### src/rtl/boot_flash_regs.svh
`ifndef BOOT_FLASH_REGS_SVH
`define BOOT_FLASH_REGS_SVH

`define FLASH_PORT_OFFSET 8'hA0
`define FLASH_SEL_BIT 31
`define FLASH_RD_GO_BIT 27
`define FLASH_WR_GO_BIT 26
`define FLASH_ADDR_HI 24
`define FLASH_ADDR_LO 8
`define FLASH_DATA_HI 7
`define FLASH_DATA_LO 0
`define FLASH_SEL_RESET 1'b1
`define FLASH_ADDR_RESET 17'h0_0000
`define FLASH_DATA_RESET 8'h00
`define CLK_PERIOD_NS 50
`define FLASH_RD_ACCESS_NS 150
`define FLASH_WE_PULSE_NS 100
`define FLASH_SYNC_STAGES 2
`define FLASH_RD_CYC ((`FLASH_RD_ACCESS_NS + `CLK_PERIOD_NS - 1) / `CLK_PERIOD_NS)
`define FLASH_WE_CYC ((`FLASH_WE_PULSE_NS + `CLK_PERIOD_NS - 1) / `CLK_PERIOD_NS)

`endif

### src/rtl/boot_flash_pkg.sv
package boot_flash_pkg;

   typedef enum logic [1:0] {
      ST_IDLE = 2'b00,
      ST_READ = 2'b01,
      ST_WRITE = 2'b10,
      ST_HOLD = 2'b11
   } flash_state_t;

   typedef struct packed {
      logic [15:0] addr;
      logic ce_n;
      logic oe_n;
      logic we_n;
      logic [7:0] dout;
      logic doe;
   } flash_pins_t;

endpackage

### src/rtl/boot_flash_byte_port.sv
// How it works
// - select only matters in four-LED mode
// - select set: pin carries flash address 16
// - select clear: pin carries duplex/collision LED
// - read go cleared once data byte loaded
// - write go cleared when write completes
// - address bits 24:8, data 7:0, reset zero
`timescale 1ns/1ps
`default_nettype none
`include "boot_flash_regs.svh"
module boot_flash_byte_port (
   // clock and reset
   input wire logic core_clk,
   input wire logic rst,
   // register port
   input wire logic csr_sel,
   input wire logic csr_wr,
   input wire logic [7:0] csr_addr,
   input wire logic [31:0] csr_wdata,
   output logic [31:0] csr_rdata,
   // led mode
   input wire logic four_led_config,
   input wire logic duplex_collision_led,
   // flash pins
   output boot_flash_pkg::flash_pins_t flash_pins,
   output logic flash_address_line_sixteen,
   input wire logic [7:0] flash_data_in
);
   localparam logic [2:0] RD_LOAD = 3'(`FLASH_RD_CYC + `FLASH_SYNC_STAGES);
   localparam logic [2:0] WE_LOAD = 3'(`FLASH_WE_CYC - 1);

   boot_flash_pkg::flash_state_t state_reg;
   boot_flash_pkg::flash_state_t state_next;
   logic [2:0] cnt_reg;
   logic flash_hi_addr_pin_select_reg;
   logic rd_go_reg;
   logic wr_go_reg;
   logic [16:0] addr_reg;
   logic [7:0] data_reg;
   logic [7:0] sync_data;

   // decode
   wire hit = csr_sel && (csr_addr == `FLASH_PORT_OFFSET);
   wire sw_wr = hit && csr_wr;
   wire sw_rd = hit && !csr_wr;
   wire idle = (state_reg == boot_flash_pkg::ST_IDLE);
   wire start_rd = idle && rd_go_reg;
   wire start_wr = idle && wr_go_reg && !rd_go_reg;
   wire rd_done = (state_reg == boot_flash_pkg::ST_READ) && (cnt_reg == 3'h0);
   wire wr_done = (state_reg == boot_flash_pkg::ST_HOLD);
   wire fields_wr = sw_wr && idle;
   wire shared_next = (four_led_config && flash_hi_addr_pin_select_reg) ? addr_reg[16]
                      : duplex_collision_led;
   wire [31:0] port_word = {flash_hi_addr_pin_select_reg, 3'h0, rd_go_reg, wr_go_reg, 1'b0,
                            addr_reg, data_reg};

   flash_data_sync #(.W(8)) u_sync (
      .core_clk(core_clk),
      .rst(rst),
      .d_in(flash_data_in),
      .d_out(sync_data)
   );

   always_comb
   begin
      case (state_reg)
         boot_flash_pkg::ST_IDLE:
            state_next = start_rd ? boot_flash_pkg::ST_READ
                         : (start_wr ? boot_flash_pkg::ST_WRITE : boot_flash_pkg::ST_IDLE);
         boot_flash_pkg::ST_READ:
            state_next = rd_done ? boot_flash_pkg::ST_IDLE : boot_flash_pkg::ST_READ;
         boot_flash_pkg::ST_WRITE:
            state_next = (cnt_reg == 3'h0) ? boot_flash_pkg::ST_HOLD : boot_flash_pkg::ST_WRITE;
         boot_flash_pkg::ST_HOLD:
            state_next = boot_flash_pkg::ST_IDLE;
         default:
            state_next = boot_flash_pkg::ST_IDLE;
      endcase
   end

   // sequencer
   always_ff @(posedge core_clk or posedge rst)
   begin
      if (rst)
      begin
         state_reg <= boot_flash_pkg::ST_IDLE;
         cnt_reg <= 3'h0;
      end
      else
      begin
         state_reg <= state_next;
         if (start_rd)
            cnt_reg <= RD_LOAD;
         else if (start_wr)
            cnt_reg <= WE_LOAD;
         else if (cnt_reg != 3'h0)
            cnt_reg <= cnt_reg - 3'h1;
      end
   end

   // port register
   always_ff @(posedge core_clk or posedge rst)
   begin
      if (rst)
      begin
         flash_hi_addr_pin_select_reg <= `FLASH_SEL_RESET;
         rd_go_reg <= 1'b0;
         wr_go_reg <= 1'b0;
         addr_reg <= `FLASH_ADDR_RESET;
         data_reg <= `FLASH_DATA_RESET;
      end
      else
      begin
         if (sw_wr)
            flash_hi_addr_pin_select_reg <= csr_wdata[`FLASH_SEL_BIT];
         if (fields_wr)
         begin
            rd_go_reg <= csr_wdata[`FLASH_RD_GO_BIT];
            wr_go_reg <= csr_wdata[`FLASH_WR_GO_BIT];
            addr_reg <= csr_wdata[`FLASH_ADDR_HI:`FLASH_ADDR_LO];
            data_reg <= csr_wdata[`FLASH_DATA_HI:`FLASH_DATA_LO];
         end
         else
         begin
            if (rd_done)
            begin
               data_reg <= sync_data;
               rd_go_reg <= 1'b0;
            end
            if (wr_done)
               wr_go_reg <= 1'b0;
         end
      end
   end

   // pins and readback
   always_ff @(posedge core_clk or posedge rst)
   begin
      if (rst)
      begin
         flash_pins <= '{addr: 16'h0000, ce_n: 1'b1, oe_n: 1'b1, we_n: 1'b1, dout: 8'h00, doe: 1'b0};
         flash_address_line_sixteen <= 1'b0;
         csr_rdata <= 32'h0000_0000;
      end
      else
      begin
         flash_address_line_sixteen <= shared_next;
         csr_rdata <= sw_rd ? port_word : 32'h0000_0000;
         if (start_rd || start_wr)
         begin
            flash_pins.addr <= addr_reg[15:0];
            flash_pins.dout <= data_reg;
         end
         flash_pins.ce_n <= !(state_next != boot_flash_pkg::ST_IDLE);
         flash_pins.oe_n <= !(state_next == boot_flash_pkg::ST_READ);
         flash_pins.we_n <= !(state_next == boot_flash_pkg::ST_WRITE);
         flash_pins.doe <= (state_next == boot_flash_pkg::ST_WRITE) || (state_next == boot_flash_pkg::ST_HOLD);
      end
   end
endmodule
`default_nettype wire

### src/rtl/flash_data_sync.sv
`timescale 1ns/1ps
`default_nettype none
module flash_data_sync #(
   parameter int W = 8
) (
   input wire logic core_clk,
   input wire logic rst,
   input wire logic [W-1:0] d_in,
   output logic [W-1:0] d_out
);
   logic [W-1:0] meta_reg;

   always_ff @(posedge core_clk or posedge rst)
   begin
      if (rst)
      begin
         meta_reg <= '0;
         d_out <= '0;
      end
      else
      begin
         meta_reg <= d_in;
         d_out <= meta_reg;
      end
   end
endmodule
`default_nettype wire

### config.mk
export PLATFORM = sky130hd
export DESIGN_NAME = boot_flash_byte_port
export DESIGN_NICKNAME = d
export VERILOG_FILES = /design/src/rtl/boot_flash_pkg.sv /design/src/rtl/boot_flash_byte_port.sv /design/src/rtl/flash_data_sync.sv
export VERILOG_INCLUDE_DIRS = /design/src /design/src/rtl
export SDC_FILE = /design/constraint.sdc
export NUM_CORES = 1
export LEC_CHECK = 0
export ABC_AREA = 1
export BUFFER_PORTS_ARGS = -buffer_cell sky130_fd_sc_hd__buf_2
export CORE_MARGIN = 4
export CORE_UTILIZATION = 49
export CTS_BUF_LIST = sky130_fd_sc_hd__clkbuf_2 sky130_fd_sc_hd__clkbuf_4 sky130_fd_sc_hd__clkbuf_8
export DETAILED_ROUTE_END_ITERATION = 7
export GPL_TIMING_DRIVEN = 0
export PLACE_DENSITY_LB_ADDON = 0.2
export SLEW_MARGIN = 20
export SYNTH_ARGS = -nofsm -noshare
export SYNTH_HDL_FRONTEND = slang
export SYNTH_SLANG_ARGS = --single-unit
### constraint.sdc
create_clock -name core_clk -period 7.1 [get_ports core_clk]
set_clock_uncertainty 0.05 [all_clocks]
set_input_delay 0.71 -clock core_clk [delete_from_list [all_inputs] [get_ports core_clk]]
set_output_delay 0.71 -clock core_clk [all_outputs]
set_load 0.05 [all_outputs]
Word level (Yosys, flattened, before mapping):

Cells that the tools add are included.

* flip-flop bits (word level): 110
* input port bits: 54
* output and inout port bits: 61
* logic and storage cells: 64

* $add $sub $neg: 1
* eq/ne operators: 7
* muxes and demuxes: 16
* reductions and logical operators: 23

Operator list (number)
* 32-bit two-way mux: 1
* 8-bit two-way mux: 2
* 1-bit logical AND: 9
* 3-bit two-way mux: 3
* 2-bit equality test (second input constant): 4
* 8-bit equality test (second input constant): 1
* 2-bit case mux with 4 select lines: 1
* 1-bit two-way mux: 7
* 2-bit nonzero test: 3
* 3-bit nonzero test: 2
* 1-bit logical NOT: 5
* 2-bit by 1-bit equality test with 1-bit output (second input constant): 2
* 2-bit two-way mux: 2
* 3-bit logical NOT: 1
* 3-bit by 1-bit subtractor with 3-bit output (second input constant): 1
* 2-bit logical NOT: 1
* 1-bit logical OR: 2

Logic depth before layout (Yosys ltp):

Gate-level depths: netlist of the first run.

* depth after elaboration: 8
* gate-level depth with buffers: 10
* mapped depth without buffers: 9

Hierarchy:

Synthesis of the first run repeated with hierarchy kept, for this count alone.

* cell total of the unflattened synthesis: 397
* area, all modules: 3955.0 um2

Modules (own cells, without submodules)
* boot_flash_byte_port: instances 1, cells an instance 380, area each 3550.9 um2, seq. area each 2257.2 um2
* flash_data_sync: instances 1, cells an instance 17, area each 404.1 um2, seq. area each 400.4 um2

Worst setup path after synthesis of the first run:

OpenSTA, ideal clock, no wires.

* path type: input -> register
* from: input port csr_addr[6]
* to: register data_reg[0]
* setup time: 117 ps
* arrival time: 1461 ps
* required time: 6933 ps
* slack: 5472 ps
* stages on the path: 6
* path buffers: 1
* path through: nand3b_1 -> nor2_4 -> nand3_4 -> buf_2 -> nand3_1 -> nand2_1

* longest elaborated chain between the ends: 5
* elaborated cells on any way between the ends: 6
* those cells by class: 1 x eq/ne; 1 x mux; 4 x reduce/logical

RTL lines
* start: declaration: line boot_flash_byte_port.sv:18 `input wire logic [7:0] csr_addr,`
* 8-bit equality test (no source line) (*)
* 1-bit logical AND (*): line boot_flash_byte_port.sv:43 `` wire hit = csr_sel && (csr_addr == `FLASH_PORT_OFFSET); ``
* 1-bit logical AND (*): line boot_flash_byte_port.sv:44 `wire sw_wr = hit && csr_wr;`
* 1-bit logical AND (*): line boot_flash_byte_port.sv:51 `wire fields_wr = sw_wr && idle;`
* 8-bit two-way mux or 2-bit nonzero test (tied branches)
* end signal: assignment: line boot_flash_byte_port.sv:110 `` data_reg <= `FLASH_DATA_RESET; ``
* end signal: assignment: line boot_flash_byte_port.sv:121 `` data_reg <= csr_wdata[`FLASH_DATA_HI:`FLASH_DATA_LO]; ``
* end signal: assignment: line boot_flash_byte_port.sv:127 `data_reg <= sync_data;`
* end: declaration: line boot_flash_byte_port.sv:39 `logic [7:0] data_reg;`

Mark *: on every way between the ends. The rest lies on a longest branch, timed or not.
A chain may end at the register's enable or synchronous reset.

Final worst setup path of the first run:

* from: register flash_pins[9] in the netlist's numbering
* to: output port flash_pins[9] in the netlist's numbering

RTL lines
* start: declaration: line boot_flash_byte_port.sv:25 `output boot_flash_pkg::flash_pins_t flash_pins,`
* start signal: assignment: line boot_flash_byte_port.sv:141 `flash_pins <= '{addr: 16'h0000, ce_n: 1'b1, oe_n: 1'b1, we_n: 1'b1, dout: 8'h00, doe: 1'b0};`

No word-level cell between the ends.

==> metrics.yaml, run 1 <==
async_reset_ff_frac: 1.000
core_area_sq_um: 8175
fin_util: 0.6097
hold_path_class: "primary input to async pin"
clock-root-buffer: "clkbuf_8"
end_kind: "primary output"
synth_top_cell_by_area: "dfrtp_1"
required_ps: 6340
floorplan.initialDensity: 0.4989
drtIter0Drc: 154
die_h_um: 99.24
critPathKind: "flop to primary output"
fmax_mhz: 528.7
setup_viol: 0
synth.most_common_cell: "nand2_1"
synth_top_area_share: 0.6258
synth-seq-cells: 106
crit_chain: "buf_2"
synth_top_family_by_area: "simple AND/OR/NAND/NOR gates"
routed-via-count: 2922
grt_setup_unrepaired: "false"
crit_fanout: 1
grt_max_degree: 61
synthTopCellsByCount: "nand2_1, dfrtp_1, inv_1"
drc_errors: 0
slew_viol_final: 0
antenna_found_initial: 0
cts.sinks: 106
via_per_inst: 4.660
p_leak_nw: 2.724
fillCellCount: 728
area_delta_synth_final_pct: 22.21
ctsResizeCount: 0
p_total_mw: 1.380
portBuffers: 106
cap_violations: 0
dpl_cell_area_sq_um: 4785
synth_cells: 396
fp-row-count: 33
critPathSlowestCell: "dfstp_2"
synthXorXnorAreaFrac: 0
layout-drive-gt1-share: 0.3218
htreeDepth: 3
cts_tree: "done"
post_cts_buffers: 0
synth_area_per_cell_sq_um: 10.30
synthTopCellsByArea: "dfrtp_1, nand2_1, inv_1"
synth-edff-count: 0
wl_per_cell_um: 13.25
first_pass_iters: 5
io_pins: 115
ir_drop_mv: 0.1919
period_needed_ps: 1892
grt_pass1_vias: 2873
holdWs_ps: 305.7
finish.instance_area_sq_um: 4985
wl_um: 8310
finalCritPeriodShare: 0.2664
critPathArrivalTime_ps: 1130
holdBufCountCts: 0
dp_hpwl_um: 5988
p_per_area_nw_per_um2: 276.9
hold_viol: 0
crit_buf_inv: 1
cts_buffers: 9
ant_nets: 0
status: "finished, final reports clean"
overflow: 0
worstSetupStartpointType: "flop"
synth-main-ff-cell: "dfrtp_1"
fin_nets: 573
synthAdderAreaFrac: 0.006135
insertion_delay_ps: 350
yosysWarnings: 0
grt_usage: 0.1801
die_w_um: 99.24
synth-simple-area-share: 0.2107
max_stage_delay_ps: 530
diodes: 0
syn_area_sq_um: 4079
setup_tns_ps: 0
clock_tree.buffer_depth: 2
ys_types: 30
muxShareOfSynthArea: 0
synth-compound-area-share: 0.04877
crit_family: "flip-flops"
ys_seq_area_frac: 0.6515
die_area_sq_um: 9848
grt_first_pass_wirelength_um: 14060
clkTransAtPathRegs_ps: 100
place_congestion: 0.7866
## logic make-up (layout without fill, tap and decap cells)
group | Yosys count | in the layout
other cells | 1 | 4
fa+ha+maj | 2 | 2
simple gates | 182 | 182
buf+inv | 69 | 192
compound gates | 36 | 36
flops | 106 | 106
## per-stage QoR
stage               std cells  setup slack [ps]
floorplan                 399              3558
global route              627              5078
detailed placement        611              5202
CTS                       627              5180
global placement          610              2505
finish                    627              5208
## placed cells by master (no fill, tap or decap), types with 4 or more instances in the layout
cell / count
nand2_1: 117
buf_2: 115
dfrtp_1: 102
inv_1: 48
nor2_1: 27
o21ai_0: 25
nor2_4: 12
nand3_1: 10
clkbuf_8: 9
nand4_1: 8
buf_6: 4
a21oi_1: 4
buf_4: 4
conb_1: 4
dfstp_2: 4
## per-layer routing
layer,wire [um],GRT usage,part of all wire,vias up
met3,514,0.04488,0.062,10
met1,3619,0.2474,0.44,1383
met5,0,0,0,-
li1,-,-,-,1444
met4,80,0.04202,0.0096,0
met2,4096,0.2918,0.49,85
## power breakdown
part | switching, mW | total [mW] | internal [mW]
Combinational | 0.210 | 0.303 | 0.0924
Clock | 0.204 | 0.370 | 0.166
Sequential | 0.0352 | 0.708 | 0.672
## cell type report
class                   instances  area [sq um]  share of cell area
flip-flops and latches        106          2658              0.5331
inverters                      50         195.2             0.03916
multi-input cells             224          1099              0.2204
clock inverters                 7         76.32             0.01531
clock buffers                   9         123.9             0.02485
well taps                     105         131.4             0.02636
plain buffers                  19         143.9             0.02887
repair buffers                107         558.0              0.1119
## final timing paths
| path | startpoint | endpoint | slack [ps] | depth (start not counted) |
|---|---|---|---|---|
| max in group asynchronous | rst | flash_pins[9] | 6020 | 3 |
| min in group core_clk | u_sync.meta_reg[6] | u_sync.d_out[6] | 310 | 0 |
| worst min register to register | u_sync.meta_reg[6] | u_sync.d_out[6] | 310 | 0 |
| worst min-delay path | rst | csr_rdata[3] | 310 | 2 |
| worst max register to register | cnt_reg[0] | data_reg[0] | 5350 | 10 |
| worst max-delay path | flash_pins[9] | flash_pins[9] | 5210 | 1 |
No activity file was read; power rests on OpenSTA's default activity.
==> run 2: changes to the inputs <==
--- a/config.mk
+++ b/config.mk
@@ -6,7 +6,7 @@
 export SDC_FILE = /design/constraint.sdc
 export NUM_CORES = 1
 export LEC_CHECK = 0
-export ABC_AREA = 1
+export ABC_AREA = 0
 export BUFFER_PORTS_ARGS = -buffer_cell sky130_fd_sc_hd__buf_2
 export CORE_MARGIN = 4
 export CORE_UTILIZATION = 49
==> constraint.sdc (replaced) <==
create_clock -name core_clk -period 1.75 [get_ports core_clk]
set_clock_uncertainty 0.05 [all_clocks]
set_input_delay 0.175 -clock core_clk [delete_from_list [all_inputs] [get_ports core_clk]]
set_output_delay 0.175 -clock core_clk [all_outputs]
set_load 0.05 [all_outputs]
==> run 2 against run 1 <==
  * The flow now finishes with violations (setup timing)
  * Hold slack worse by 210 ps
  * Synthesized area shrank 2.7%
  * Flip-flop and latch count unchanged
  * Register-to-register slack got worse by 5600 ps
  * Cell count is 16% lower
  * Power rose to 4.2 times the previous value
  * Cell area up 9.1%
  * First-iteration DRC count is 53% lower
==> metrics.yaml, run 2 <==
status: "complete, but fails checks"
violations: "setup timing"
cts.sinks: 106  # unchanged
grt_first_pass_wirelength_um: 13340  # -5.1%
synth-seq-cells: 106  # unchanged
synthTopCellsByArea: "dfrtp_1, mux2_2, mux2_4"
die_w_um: 98.00  # -1.2%
htreeDepth: 3  # unchanged
synthTopCellsByCount: "dfrtp_1, mux2_2, and2_1"
wl_um: 8118  # -2.3%
drtIter0Drc: 72  # -53%
min_path_cells: 3
die_h_um: 98.00  # -1.2%
dp_hpwl_um: 5245  # -12%
synth-edff-count: 0  # unchanged
layout_setup_ws_ps: -201.0  # -5409 ps
clock_tree.buffer_depth: 2  # unchanged
grt_max_degree: 35  # -43%
min_from: "four_led_config"
cts_tree: "done"
first_pass_iters: 4  # -1
clock-root-buffer: "clkbuf_8"
final_common_cell: "buf_2"
ys_types: 32  # +6.7%
synth-compound-area-share: 0.01860  # -0.03017
end_kind: "flop"
synth_top_area_share: 0.6431  # +0.01736
grt_usage: 0.1757  # -0.004382
p_per_area_nw_per_um2: 1063  # +280%
p_total_mw: 5.783  # +320%
diodes: 0  # unchanged
antenna_found_initial: 0  # unchanged
cap_violations: 0  # unchanged
die_area_sq_um: 9603  # -2.5%
tightestPinTransition_ps: 520.1
ant_nets: 0  # unchanged
area_delta_synth_final_pct: 37.04
clkTransAtPathRegs_ps: 90  # about the same
ir_drop_mv: 0.5603  # +190%
fp-row-count: 32  # -3.0%
yosysWarnings: 0  # unchanged
synthAdderAreaFrac: 0.006305  # +0.0001702
synth-simple-area-share: 0.08197  # -0.1288
syn_area_sq_um: 3969  # -2.7%
regArea_sq_um: 2658  # unchanged
fmax_mhz: 512.5
setup_viol: 8  # +8
reg2reg_from: "cnt_reg[1]"
hold_viol: 0  # unchanged
drc_errors: 0  # unchanged
synth_top_cell_by_area: "dfrtp_1"
required_ps: 1950  # -4390 ps
crit_fanout: 5  # +4
worstSetupStartpointType: "flop"
hold_path_class: "primary input to flop"
r2r-end: "data_reg[4]"
ff2ff_setup_slack_ps: -200  # -5550 ps
finalCritPeriodShare: 1.115
synth_area_per_cell_sq_um: 15.81  # +54%
core_area_sq_um: 7807  # -4.5%
max-slew-margin-rel: 0.6526
finish.instance_area_sq_um: 5439  # +9.1%
ys_seq_area_frac: 0.6696  # +0.01808
floorplan.initialDensity: 0.5083  # +0.009405
grt_pass1_vias: 2653  # -7.7%
io_pins: 115  # unchanged
routed-via-count: 2453  # -16%
reg2reg_depth: 8  # -2
critPathArrivalTime_ps: 2150  # +1020 ps
layout_common_cells: "buf_2, dfrtp_1, dlygate4sd3_1"
fin_cells: 527  # -16%
synthXorXnorAreaFrac: 0.002207  # +0.002207
layout-drive-gt1-share: 0.5059  # +0.1840
synth_top_family_by_area: "multiplexers"
p_leak_nw: 2.946  # +8.1%
holdPathEnd: "flash_address_line_sixteen"
slew_viol_final: 0  # unchanged
synth_cells: 251  # -37%
multiInputGateArea_sq_um: 1254  # +14%
grt_setup_unrepaired: "true"
period_needed_ps: 1951
async_reset_ff_frac: 1.000  # unchanged
dpl_cell_area_sq_um: 4717  # -1.4%
insertion_delay_ps: 360  # about the same
wl_per_cell_um: 15.40  # +16%
synth-main-ff-cell: "dfrtp_1"
place_congestion: 0.6928  # -12%
portBuffers: 106  # unchanged
cts_buffers: 9  # unchanged
synth.most_common_cell: "dfrtp_1"
via_per_inst: 4.655  # -0.12%
fin_nets: 476  # -17%
overflow: 0  # unchanged
muxShareOfSynthArea: 0.1904  # +0.1904
critPathKind: "flop to flop"
dpl.cell_count: 465  # -24%
fillCellCount: 561  # -23%
-- run 2: layout make-up --
class                   count  share of cell area
inverters                   6            0.004831
repair buffers            155              0.1937
clock buffers              10             0.02415
clock inverters             6             0.01242
flip-flops and latches    106              0.4886
well taps                 102             0.02346
multi-input cells         128              0.2305
plain buffers              14             0.02231
-- run 2: worst max-delay path, cell delays in order, from the launching register on --
cell and delay, ps:
dfrtp_1 400, inv_1 80, ha_2 190, ha_4 120
buf_6 100, nand3b_1 160, buf_6 200, mux2_4 290
mux2_4 250
-- run 2: how the worst max path moves through the flow --
stage / start / endpoint / depth (start not counted)
finish: cnt_reg[1] / data_reg[4] / 8
floorplan: cnt_reg[0] / data_reg[1] / 7
global placement: rst / flash_pins[0] / 2
detailed placement: cnt_reg[0] / data_reg[0] / 7
CTS: cnt_reg[0] / data_reg[4] / 8
global route: cnt_reg[0] / data_reg[6] / 8
-- run 2: cells by family (layout without fill, tap and decap cells) --
group | count (synthesis) | in the layout
compound gates | 11 | 11
xor+xnor | 1 | 1
fa+ha+maj | 2 | 2
buf+inv | 20 | 191
flops | 106 | 106
mux | 61 | 61
other cells | 1 | 4
simple gates | 49 | 49
-- run 2: report_power, final --
group	total [mW]	switching, mW	internal (mW)	leakage (nW)
Sequential	2.84	0.131	2.71	1.40
Clock	1.50	0.816	0.681	0.0959
Combinational	1.44	0.710	0.733	1.45
-- run 2: through the flow --
stage	setup TNS [ps]	hold slack [ps]	setup slack (ps)	util
after detailed placement	-6852	194.9	-430.5	0.6042
after global routing	-1911	81.16	-248.7	0.6966
final	-1574	98.09	-201.0	0.6966
after CTS	-2083	77.84	-154.9	0.6795
after floorplan	-1125	156.4	-142.2	-
after global placement	-46120	233.3	-402.7	0.5965
-- run 2: routing by layer --
metal	routed length, um	part of all wire	vias to the layer above	GRT usage
met5	0	0	-	0
met4	125	0.015	0	0.06709
met3	405	0.050	9	0.03571
met2	4053	0.50	61	0.2869
met1	3533	0.44	1213	0.2331
li1	-	-	1170	-
-- run 2: what timing repair did --
item	in CTS	in global routing
hold buffers	37	0
buffers inserted	1	6
endpoints found under the setup margin	27	36
resized for setup	3	15
cloned	0	2
endpoints found under the hold margin	53	0
pin swaps	0	3
==> run 3: changes to the inputs <==
--- a/config.mk
+++ b/config.mk
@@ -6,7 +6,7 @@
 export SDC_FILE = /design/constraint.sdc
 export NUM_CORES = 1
 export LEC_CHECK = 0
-export ABC_AREA = 0
+export ABC_AREA = 1
 export BUFFER_PORTS_ARGS = -buffer_cell sky130_fd_sc_hd__buf_2
 export CORE_MARGIN = 4
 export CORE_UTILIZATION = 49
==> run 3 against run 2 <==
  * The flow now finishes without violations
  * Critical path depth did not move
  * Utilization fell by 4.3 points
  * Power fell by 0.14%
  * Flip-flop and latch count stayed put
  * Maximum frequency rose by 20%
  * Die area increased by 2.5%
  * Cell area decreased by 1.8%
  * First-iteration DRC count rose by 65%
  * Critical path type unchanged
==> metrics.yaml, run 3 (synthesis gave the netlist of run 1 again) <==
p_leak_nw: 2.867  # -2.7%
r2r-end: "flash_pins[9]"
multiInputGateArea_sq_um: 1106  # -12%
portBuffers: 106  # unchanged
slew_viol_final: 0  # unchanged
wl_per_cell_um: 13.41  # -13%
clock_tree.buffer_depth: 2  # unchanged
hold_viol: 0  # unchanged
status: "finished, final reports clean"
overflow: 0  # unchanged
cts.sinks: 106  # unchanged
dpl_cell_area_sq_um: 4816  # +2.1%
required_ps: 2000  # +50 ps
grt_pass1_vias: 3031  # +14%
grt_usage: 0.1885  # +0.01277
end_kind: "flop"
min_from: "csr_wdata[26]"
antenna_found_initial: 0  # unchanged
layout-drive-gt1-share: 0.3117  # -0.1942
diodes: 0  # unchanged
drc_errors: 0  # unchanged
place_congestion: 0.8134  # +17%
cts_tree: "done"
drtIter0Drc: 119  # +65%
setup_tns_ps: 0  # +1574 ps
htreeDepth: 3  # unchanged
ant_nets: 0  # unchanged
fillCellCount: 675  # +20%
fmax_mhz: 614.2  # +20%
die_h_um: 99.24  # +1.3%
die_w_um: 99.24  # +1.3%
clkTransAtPathRegs_ps: 100  # about the same
io_pins: 115  # unchanged
routed-via-count: 3056  # +25%
setup_viol: 0  # -8
p_per_area_nw_per_um2: 1081  # +1.7%
dp_hpwl_um: 6171  # +18%
finish.instance_area_sq_um: 5340  # -1.8%
ff2ff_setup_slack_ps: 120  # +320 ps
grt_max_degree: 36  # +2.9%
first_pass_iters: 4  # unchanged
reg2reg_from: "cnt_reg[0]"
critPathKind: "flop to flop"
grt_setup_unrepaired: "false"
p_total_mw: 5.774  # -0.14%
core_area_sq_um: 8175  # +4.7%
finalCritPeriodShare: 0.9304  # -0.1845
area_delta_synth_final_pct: 30.92
wl_um: 8849  # +9.0%
insertion_delay_ps: 370  # about the same
critPathArrivalTime_ps: 1880  # -270 ps
floorplan.initialDensity: 0.4989  # -0.009405
cts_buffers: 9  # unchanged
reg2reg_depth: 8  # unchanged
grt_first_pass_wirelength_um: 14560  # +9.1%
ir_drop_mv: 0.7652  # +37%
crit_fanout: 8  # +3
fp-row-count: 33  # +3.1%
fin_nets: 606  # +27%
via_per_inst: 4.630  # -0.52%
regArea_sq_um: 2658  # unchanged
holdPathEnd: "wr_go_reg"
die_area_sq_um: 9848  # +2.5%
clock-root-buffer: "clkbuf_8"
min_path_cells: 3  # unchanged
hold_path_class: "primary input to flop"
layout_common_cells: "nand2_1, buf_2, dfrtp_1"
period_needed_ps: 1628  # -322.8 ps
final_common_cell: "nand2_1"
cap_violations: 0  # unchanged
worstSetupStartpointType: "flop"
[run 3: changes by cell type in the layout (fill, tap and decap cells not counted), moves of 8 or more]
| cell | before | now |
|---|---|---|
| and2_1 | 29 | 0 |
| buf_2 | 107 | 115 |
| dlygate4sd3_1 | 37 | 29 |
| inv_1 | 5 | 47 |
| mux2_2 | 32 | 0 |
| mux2_4 | 27 | 0 |
| nand2_1 | 4 | 117 |
| nand3_1 | 0 | 10 |
| nand4_1 | 0 | 8 |
| nor2_1 | 4 | 27 |
| nor2_4 | 1 | 12 |
| o21ai_0 | 1 | 25 |
[run 3: cell type report]
class	count	share of cell area
repair buffers	140	0.1678
well taps	105	0.02460
multi-input cells	224	0.2071
plain buffers	19	0.02694
clock inverters	7	0.01593
clock buffers	9	0.02320
inverters	50	0.03679
flip-flops and latches	106	0.4977
[run 3: repair_timing]
| item | 4_1_cts | 5_1_grt |
|---|---|---|
| pin swaps | 0 | 1 |
| hold buffers | 29 | 0 |
| endpoints found under the hold margin | 40 | 0 |
| setup endpoints to repair | 5 | 8 |
| buffers inserted | 0 | 2 |
| gates resized for setup | 1 | 2 |
[run 3: through the flow]
stage                     hold slack [ps]  setup WS, ps  std cells    util
final                               7.694         121.8        660  0.6532
after global routing               0.2095         6.765        660  0.6532
after CTS                           7.929         41.27        658  0.6501
after detailed placement            127.9         10.34        613  0.5891
after global placement              232.4        -356.8        610  0.5817
after floorplan                     156.4         251.9        399       -
[run 3: where the power goes]
part,switching [mW],internal (mW),total [mW]
Combinational,0.892,0.444,1.34
Sequential,0.152,2.73,2.88
Clock,0.872,0.687,1.56
[run 3: layer usage]
layer	global-route usage	vias to the layer above	wire length (um)
met1	0.2475	1424	3861
li1	-	1517	-
met3	0.03576	16	457
met4	0.08193	0	203
met5	0	-	0
met2	0.3073	99	4326
[run 3: how the worst max path moves through the flow]
stage	from	endpoint	slack (ps)
CTS	cnt_reg[0]	data_reg[0]	40
global route	cnt_reg[0]	flash_pins[9]	7
global placement	rst	flash_pins[0]	-360
finish	cnt_reg[0]	flash_pins[9]	120
floorplan	rst	addr_reg[0]	250
detailed placement	cnt_reg[0]	data_reg[6]	10
[run 3: worst max-delay path: stages, from the launching register on]
cell	delay, ps
dfrtp_1	400
inv_1	90
ha_1	160
ha_1	130
buf_2	190
inv_1	80
nor2_1	130
o22ai_2	110
or2_1	230
